$ cat src/rtl/rcts_pkg.sv
// rcts_pkg: register map, field layout and shared types of the oscillator trim status block
package rcts_pkg;

    // ------------------------------------------------------------------
    // register byte offsets
    // ------------------------------------------------------------------
    localparam logic [7:0] RCTS_OFS_CTRL   = 8'h80;
    localparam logic [7:0] RCTS_OFS_IEN    = 8'h84;
    localparam logic [7:0] RCTS_OFS_STATUS = 8'h88;

    // ------------------------------------------------------------------
    // field positions
    // ------------------------------------------------------------------
    localparam int RCTS_BIT_LOCK      = 0;
    localparam int RCTS_BIT_TFAIL     = 1;
    localparam int RCTS_BIT_CLKERR    = 2;
    localparam int RCTS_POS_TARGET    = 0;
    localparam int RCTS_POS_LOOPSEL   = 4;
    localparam int RCTS_POS_RETRY     = 6;

    // ------------------------------------------------------------------
    // values after reset and encodings
    // ------------------------------------------------------------------
    localparam logic [1:0]  RCTS_TARGET_OFF   = 2'h0;
    localparam logic [1:0]  RCTS_TARGET_48M   = 2'h1;
    localparam logic [1:0]  RCTS_RETRY_RST    = 2'h0;
    localparam logic [1:0]  RCTS_LOOPSEL_RST  = 2'h0;
    localparam logic [1:0]  RCTS_IEN_RST      = 2'h0;
    localparam logic [1:0]  RCTS_FLAGS_RST    = 2'h0;
    localparam logic [9:0]  RCTS_RETRY_BASE   = 10'h040;  // 64 loops at select 00
    localparam logic [9:0]  RCTS_CNT_RST      = 10'h000;
    localparam logic [31:0] RCTS_RDATA_RST    = 32'h0000_0000;

    // control register contents
    typedef struct packed {
        logic [1:0] retry_limit_select;
        logic [1:0] loop_select;
        logic [1:0] trim_target_select;
    } rcts_ctrl_t;

    // levels arriving from the oscillator side, synchronised together
    typedef struct packed {
        logic clock_error_detect;
        logic trim_update_toggle;
        logic osc_locked;
    } rcts_osc_t;

endpackage

$ cat src/rtl/rcts_sync.sv
// rcts_sync: three-stage input synchroniser that accepts a change once stages two and three agree
`timescale 1ns/100ps
module rcts_sync #(
    parameter int WIDTH = 3
) (
    // clock and reset
    input  wire logic             clk,
    input  wire logic             rst,
    // asynchronous levels in, filtered levels out
    input  wire logic [WIDTH-1:0] async_in,
    output logic      [WIDTH-1:0] sync_out
);

    // ------------------------------------------------------------------
    // per-bit chain
    // ------------------------------------------------------------------
    genvar gi;
    generate
        for (gi = 0; gi < WIDTH; gi = gi + 1) begin : g_bit
            logic s1_reg;
            logic s2_reg;
            logic s3_reg;
            logic q_reg;
            // first stage feeds only the second; agreement filters a late settle
            always_ff @(posedge clk or posedge rst) begin
                if (rst) begin
                    s1_reg <= 1'b0;
                    s2_reg <= 1'b0;
                    s3_reg <= 1'b0;
                    q_reg  <= 1'b0;
                end else begin
                    s1_reg <= async_in[gi];
                    s2_reg <= s1_reg;
                    s3_reg <= s2_reg;
                    if (s2_reg == s3_reg) begin
                        q_reg <= s3_reg;
                    end
                end
            end
            assign sync_out[gi] = q_reg;
        end
    endgenerate

endmodule

$ cat src/rtl/rcts_trim_status.sv
// rcts_trim_status: apb register slave with status flags and retry supervision for the rc oscillator trim
`timescale 1ns/100ps
module rcts_trim_status
    import rcts_pkg::*;
(
    // clock and reset
    input  wire logic        clk,
    input  wire logic        rst,
    // apb slave
    input  wire logic        psel,
    input  wire logic        penable,
    input  wire logic        pwrite,
    input  wire logic [7:0]  paddr,
    input  wire logic [31:0] pwdata,
    output logic      [31:0] prdata,
    output logic             pready,
    output logic             pslverr,
    // oscillator side levels (foreign domain)
    input  wire logic        clock_error_detect,
    input  wire logic        trim_update_toggle,
    input  wire logic        osc_locked,
    // trim engine control
    output logic             trim_run,
    output logic [1:0]       trim_loop_select,
    // interrupt request
    output logic             irq
);

    // ------------------------------------------------------------------
    // state
    // ------------------------------------------------------------------
    rcts_ctrl_t  ctrl_reg;
    rcts_ctrl_t  ctrl_next;
    logic [1:0]  ien_reg;                 // [1] clock error, [0] trim fail
    logic [1:0]  ien_next;
    logic        clock_error_flag_reg;
    logic        clock_error_flag_next;
    logic        trim_fail_flag_reg;
    logic        trim_fail_flag_next;
    logic [9:0]  loop_cnt_reg;
    logic [9:0]  loop_cnt_next;
    logic        toggle_seen_reg;
    logic        trim_run_reg;
    logic        irq_reg;
    logic        irq_next;
    logic        pready_reg;
    logic        pslverr_reg;
    logic [31:0] prdata_reg;
    logic [31:0] rdata_mux;

    // ------------------------------------------------------------------
    // synchronise oscillator side levels
    // ------------------------------------------------------------------
    rcts_osc_t osc_async;
    rcts_osc_t osc_sync;

    assign osc_async.clock_error_detect = clock_error_detect;
    assign osc_async.trim_update_toggle = trim_update_toggle;
    assign osc_async.osc_locked         = osc_locked;

    rcts_sync #(
        .WIDTH    ($bits(rcts_osc_t))
    ) u_sync (
        .clk      (clk),
        .rst      (rst),
        .async_in (osc_async),
        .sync_out (osc_sync)
    );

    // ------------------------------------------------------------------
    // apb decode
    // ------------------------------------------------------------------
    wire access_cycle = psel & penable;
    wire xfer_done    = access_cycle & pready_reg;       // the one edge a transfer takes effect
    wire wr_done      = xfer_done & pwrite;
    wire hit_ctrl     = (paddr == RCTS_OFS_CTRL);
    wire hit_ien      = (paddr == RCTS_OFS_IEN);
    wire hit_status   = (paddr == RCTS_OFS_STATUS);
    wire hit_any      = hit_ctrl | hit_ien | hit_status;
    wire wr_ctrl      = wr_done & hit_ctrl;
    wire wr_ien       = wr_done & hit_ien;
    wire wr_status    = wr_done & hit_status;

    // write-one-to-clear strobes; a zero leaves the flag alone
    wire clr_clkerr   = wr_status & pwdata[RCTS_BIT_CLKERR];
    wire clr_tfail    = wr_status & pwdata[RCTS_BIT_TFAIL];

    // ------------------------------------------------------------------
    // trim supervision
    // ------------------------------------------------------------------
    // only select value 01 runs the trim; the other codes are treated as off
    wire trim_enabled = (ctrl_reg.trim_target_select == RCTS_TARGET_48M);

    // retry limit 64 << select: 64, 128, 256, 512
    wire [9:0] retry_limit = RCTS_RETRY_BASE << ctrl_reg.retry_limit_select;

    // each change of the engine's toggle marks one finished trim update
    wire update_evt   = osc_sync.trim_update_toggle ^ toggle_seen_reg;
    wire [9:0] cnt_inc = loop_cnt_reg + 10'h001;
    wire limit_hit    = trim_enabled & update_evt & (cnt_inc == retry_limit)
                        & ~osc_sync.osc_locked;
    wire clkerr_set   = osc_sync.clock_error_detect;

    // ------------------------------------------------------------------
    // next-state logic
    // ------------------------------------------------------------------
    // the counter rests at zero while trim is off or locked, so a new run starts fresh
    always_comb begin
        loop_cnt_next = loop_cnt_reg;
        if (!trim_enabled || osc_sync.osc_locked || limit_hit) begin
            loop_cnt_next = RCTS_CNT_RST;
        end else if (update_evt) begin
            loop_cnt_next = cnt_inc;
        end
    end

    // a hardware failure outranks a software write of the target select
    always_comb begin
        ctrl_next = ctrl_reg;
        if (wr_ctrl) begin
            ctrl_next.trim_target_select = pwdata[RCTS_POS_TARGET +: 2];
            ctrl_next.loop_select        = pwdata[RCTS_POS_LOOPSEL +: 2];
            ctrl_next.retry_limit_select = pwdata[RCTS_POS_RETRY +: 2];
        end
        if (limit_hit) begin
            ctrl_next.trim_target_select = RCTS_TARGET_OFF;
        end
    end

    assign ien_next = wr_ien ? {pwdata[RCTS_BIT_CLKERR], pwdata[RCTS_BIT_TFAIL]} : ien_reg;

    // set wins over a clear arriving in the same cycle
    assign clock_error_flag_next = clkerr_set | (clock_error_flag_reg & ~clr_clkerr);
    assign trim_fail_flag_next   = limit_hit | (trim_fail_flag_reg & ~clr_tfail);

    // lock indicator is deliberately absent from the request term
    assign irq_next = (clock_error_flag_next & ien_next[1])
                    | (trim_fail_flag_next & ien_next[0]);

    // ------------------------------------------------------------------
    // read data mux
    // ------------------------------------------------------------------
    wire [31:0] rd_ctrl   = {24'h000000, ctrl_reg.retry_limit_select, ctrl_reg.loop_select,
                             2'h0, ctrl_reg.trim_target_select};
    wire [31:0] rd_ien    = {29'h0, ien_reg, 1'b0};
    wire [31:0] rd_status = {29'h0, clock_error_flag_reg, trim_fail_flag_reg,
                             osc_sync.osc_locked};

    always_comb begin
        rdata_mux = RCTS_RDATA_RST;
        if (hit_ctrl) begin
            rdata_mux = rd_ctrl;
        end else if (hit_ien) begin
            rdata_mux = rd_ien;
        end else if (hit_status) begin
            rdata_mux = rd_status;
        end
    end

    // ------------------------------------------------------------------
    // registers
    // ------------------------------------------------------------------
    // configuration and flags
    always_ff @(posedge clk or posedge rst) begin
        if (rst) begin
            ctrl_reg             <= '{RCTS_RETRY_RST, RCTS_LOOPSEL_RST, RCTS_TARGET_OFF};
            ien_reg              <= RCTS_IEN_RST;
            clock_error_flag_reg <= RCTS_FLAGS_RST[0];
            trim_fail_flag_reg   <= RCTS_FLAGS_RST[1];
            irq_reg              <= 1'b0;
        end else begin
            ctrl_reg             <= ctrl_next;
            ien_reg              <= ien_next;
            clock_error_flag_reg <= clock_error_flag_next;
            trim_fail_flag_reg   <= trim_fail_flag_next;
            irq_reg              <= irq_next;
        end
    end

    // retry supervision; run output is dropped the cycle after a failure
    always_ff @(posedge clk or posedge rst) begin
        if (rst) begin
            loop_cnt_reg    <= RCTS_CNT_RST;
            toggle_seen_reg <= 1'b0;
            trim_run_reg    <= 1'b0;
        end else begin
            loop_cnt_reg    <= loop_cnt_next;
            toggle_seen_reg <= osc_sync.trim_update_toggle;
            trim_run_reg    <= (ctrl_next.trim_target_select == RCTS_TARGET_48M);
        end
    end

    // apb answer: one wait state, data captured before the completing edge
    always_ff @(posedge clk or posedge rst) begin
        if (rst) begin
            pready_reg  <= 1'b0;
            pslverr_reg <= 1'b0;
            prdata_reg  <= RCTS_RDATA_RST;
        end else begin
            pready_reg  <= access_cycle & ~pready_reg;
            pslverr_reg <= access_cycle & ~pready_reg & ~hit_any;
            if (access_cycle && !pready_reg) begin
                prdata_reg <= pwrite ? RCTS_RDATA_RST : rdata_mux;
            end
        end
    end

    // ------------------------------------------------------------------
    // outputs
    // ------------------------------------------------------------------
    assign prdata           = prdata_reg;
    assign pready           = pready_reg;
    assign pslverr          = pslverr_reg;
    assign trim_run         = trim_run_reg;
    assign trim_loop_select = ctrl_reg.loop_select;
    assign irq              = irq_reg;

endmodule

$ cat config.mk
export PLATFORM = sky130hd
export DESIGN_NAME = rcts_trim_status
export DESIGN_NICKNAME = d
export VERILOG_FILES = /design/src/rtl/rcts_pkg.sv /design/src/rtl/rcts_sync.sv /design/src/rtl/rcts_trim_status.sv
export SDC_FILE = /design/constraint.sdc
export NUM_CORES = 1
export LEC_CHECK = 0
export ABC_AREA = 1
export BUFFER_PORTS_ARGS = -buffer_cell sky130_fd_sc_hd__buf_2
export CAP_MARGIN = 20
export CORE_ASPECT_RATIO = 0.7
export CORE_MARGIN = 1.5
export CORE_UTILIZATION = 35
export CTS_CLUSTER_SIZE = 24
export DETAILED_ROUTE_END_ITERATION = 10
export GPL_TIMING_DRIVEN = 0
export PLACE_DENSITY_LB_ADDON = 0.25
export SLEW_MARGIN = 30
export SYNTH_ARGS = -nofsm -noshare
export SYNTH_HDL_FRONTEND = slang
export SYNTH_SLANG_ARGS = --single-unit
$ cat constraint.sdc
create_clock -name clk -period 2.23 [get_ports clk]
set_input_delay 0.446 -clock clk [delete_from_list [all_inputs] [get_ports clk]]
set_output_delay 0.446 -clock clk [all_outputs]
set_load 0.005 [all_outputs]
==> impl_metrics.json <==
{
  "critPathLaunchType": "register",
  "grt_max_degree": 27,
  "ant_nets": 0,
  "synthXorXnorAreaFrac_pct": 1.16,
  "syn_inst": 274,
  "path_clk_slew_ps": 80,
  "grt_pass1_vias": 1685,
  "largest_register_ffs": 10,
  "regArea_um2": 1100,
  "cp_max_fo": 10,
  "start_util_pct": 36.3,
  "ys_ff_latch": 44,
  "track_usage_pct": 14.0,
  "die_h_um": 70.4,
  "setup.worst_path.end_class": "register",
  "synthTopCellsByCount": "68 x nand2_1, 44 x dfrtp_1, 34 x nor2_1, 30 x inv_1, 27 x buf_4",
  "areaGrowthSynthToFinish_pct": 21.1,
  "avgSynthCellArea_um2": 8.28,
  "ys.flop_type": "dfrtp_1",
  "yosys.area_share.simple_pct": 27.1,
  "routedWlPerCell_um": 10.2,
  "p_leak_nw": 1.50,
  "multi_input_area_um2": 940,
  "synthDominantCellAreaShare_pct": 48.5,
  "drt_pre_antenna_iters": 4,
  "rsz0062_at_grt": "no",
  "drc": 0,
  "nNetsFinal": 391,
  "vias": 1812,
  "power_density_nw_per_um2": 547,
  "cts_max_level": 2,
  "hp-class": "input pin to asynchronous set/reset pin",
  "cts_buffers": 5,
  "status": "finished clean",
  "diodes": 0,
  "hold_viol": 0,
  "yosys_warnings": 0,
  "slew_viol_final": 0,
  "die_area_um2": 6980,
  "clock_skew_ps": 4.89,
  "crit_type": "register to register",
  "fin_setup_tns_ps": 0,
  "final_cells": 420,
  "r2r-start": "loop_cnt_reg[0]",
  "crit_arrival_ps": 2120,
  "clockRootBuffer": "clkbuf_8",
  "synth_edf_count": 0,
  "fmax_ghz": 0.516,
  "r2r_slack_ps": 290,
  "gp_congestion": 0.795,
  "setup_viol": 0,
  "layout-drive-gt1-share_pct": 23.7,
  "synthArstFlopShare_pct": 100,
  "reg2reg_to": "loop_cnt_reg[7]",
  "core_area_um2": 6250,
  "peakVddDrop_mv": 0.350,
  "synth_adder_area_share_pct": 2.43,
  "dieWidth_um": 99.3,
  "fillers": 642,
  "final_core_util_pct": 44.0,
  "reg2reg_depth": 10,
  "synth-seq-area-share_pct": 48.5,
  "clock_latency_ps": 290,
  "io_pins": 86,
  "vias_per_cell": 4.31,
  "synth_compound_area_share_pct": 5.62,
  "synth_top_area_cell": "dfrtp_1",
  "ctsHoldBuffers": 0,
  "clock_path_buffers": 2,
  "synth.distinct_cells": 30,
  "grt_overflow": 0,
  "num_rows": 24,
  "finalWirelength_mm": 4.28,
  "cts.sinks": 44,
  "synth_top_family_by_area": "simple AND/OR/NAND/NOR gates",
  "cap_violations": 0,
  "antenna_found_initial": 0,
  "dp_hpwl_mm": 3.43,
  "yosys-top-cells-area": "dfrtp_1 49%, nand2_1 11%, buf_4 8.9%, nor2_1 5.6%, nand3_1 5.5%",
  "synthMostInstantiatedCell": "nand2_1",
  "fin_crit_ps": 1940,
  "syn_area_um2": 2270,
  "cts_resized": 0,
  "period_share_pct": 86.9,
  "dp_cells": 412,
  "post_cts_buffers": 0,
  "hold_slack_ps": 140,
  "synth.mux.area_fraction_pct": 0.937,
  "drt_iter0_drc": 102,
  "grt_pass1_wl_mm": 7.80,
  "cts_tree": "yes",
  "cp_data_required_time_ps": 2410,
  "portBuffers": 35
}
## routing by layer
| layer | share of wire (%) | routed length (um) | vias to the layer above | global-route usage, % |
|---|---|---|---|---|
| met5 | 0 | 0 | - | 0 |
| met4 | 0.26 | 11 | 0 | 2.35 |
| met3 | 7.3 | 312 | 2 | 4.00 |
| met2 | 41 | 1770 | 45 | 20.0 |
| met1 | 51 | 2190 | 815 | 21.1 |
| li1 | - | - | 950 | - |
## cell usage in the layout, fill, tap and decap left out, drive strengths merged, types with 3 or more instances in the layout
| master | netlist | routed |
|---|---|---|
| a21oi | 4 | 4 |
| buf | 27 | 63 |
| clkbuf | 1 | 7 |
| conb | 1 | 25 |
| dfrtp | 44 | 44 |
| inv | 30 | 31 |
| maj3 | 3 | 3 |
| nand2 | 70 | 70 |
| nand3 | 27 | 27 |
| nor2 | 36 | 36 |
| o21ai | 15 | 15 |
## report_power, final
part | switching [W] | internal (W) | total [W]
combinational | 0.0000820 | 0.0000705 | 0.000152
sequential | 0.0000102 | 0.000816 | 0.000826
clock | 0.000273 | 0.000253 | 0.000526
## worst max-delay path by stage
| stage | from | to | slack [ps] |
|---|---|---|---|
| finish | loop_cnt_reg[0] | loop_cnt_reg[7] | 290 |
| detailed placement | loop_cnt_reg[0] | loop_cnt_reg[0] | 300 |
| global route | loop_cnt_reg[0] | loop_cnt_reg[7] | 30 |
| floorplan | loop_cnt_reg[0] | loop_cnt_reg[5] | 650 |
| CTS | loop_cnt_reg[0] | loop_cnt_reg[7] | 290 |
| global placement | rst | trim_loop_select[1] | 150 |
## metrics by stage
step                setup WS [ps]  power [W]  cell area [um^2]
floorplan                     647   0.000948              2360
global placement              152   0.000988              2630
detailed placement            299   0.000994              2650
CTS                           286    0.00153              2750
global route                 25.3    0.00159              2750
finish                        291    0.00150              2750
## critical path, cell delays in order (launching register included)
cell and delay [ps]:
dfrtp_1 450, ha_1 210, nand2_1 100, nor2_1 230, nand2_1 100, nand2_1 70, nand2_1 70, a21oi_1 180
nand3_2 170, nand3_4 180, nor2_1 60
## cell type report
type	instances	share of cell area, %
Timing Repair Buffer	36	7.10
Multi-Input combinational cell	196	34.2
Clock inverter	2	0.501
Clock buffer	6	3.00
Tap cell	78	3.55
Buffer	28	7.51
Inverter	30	4.10
Sequential cell	44	40.1
## kinds of logic (layout without fill, tap and decap cells)
family | after synthesis | after routing
adder cells (fa/ha/maj) | 5 | 5
multiplexers | 2 | 2
AND/OR/NAND/NOR | 138 | 138
buffers and inverters | 58 | 102
XOR/XNOR | 3 | 3
AO/OA/AOI/OAI | 23 | 23
flip-flops | 44 | 44
other | 1 | 25
No activity file was read; power rests on OpenSTA's default activity.
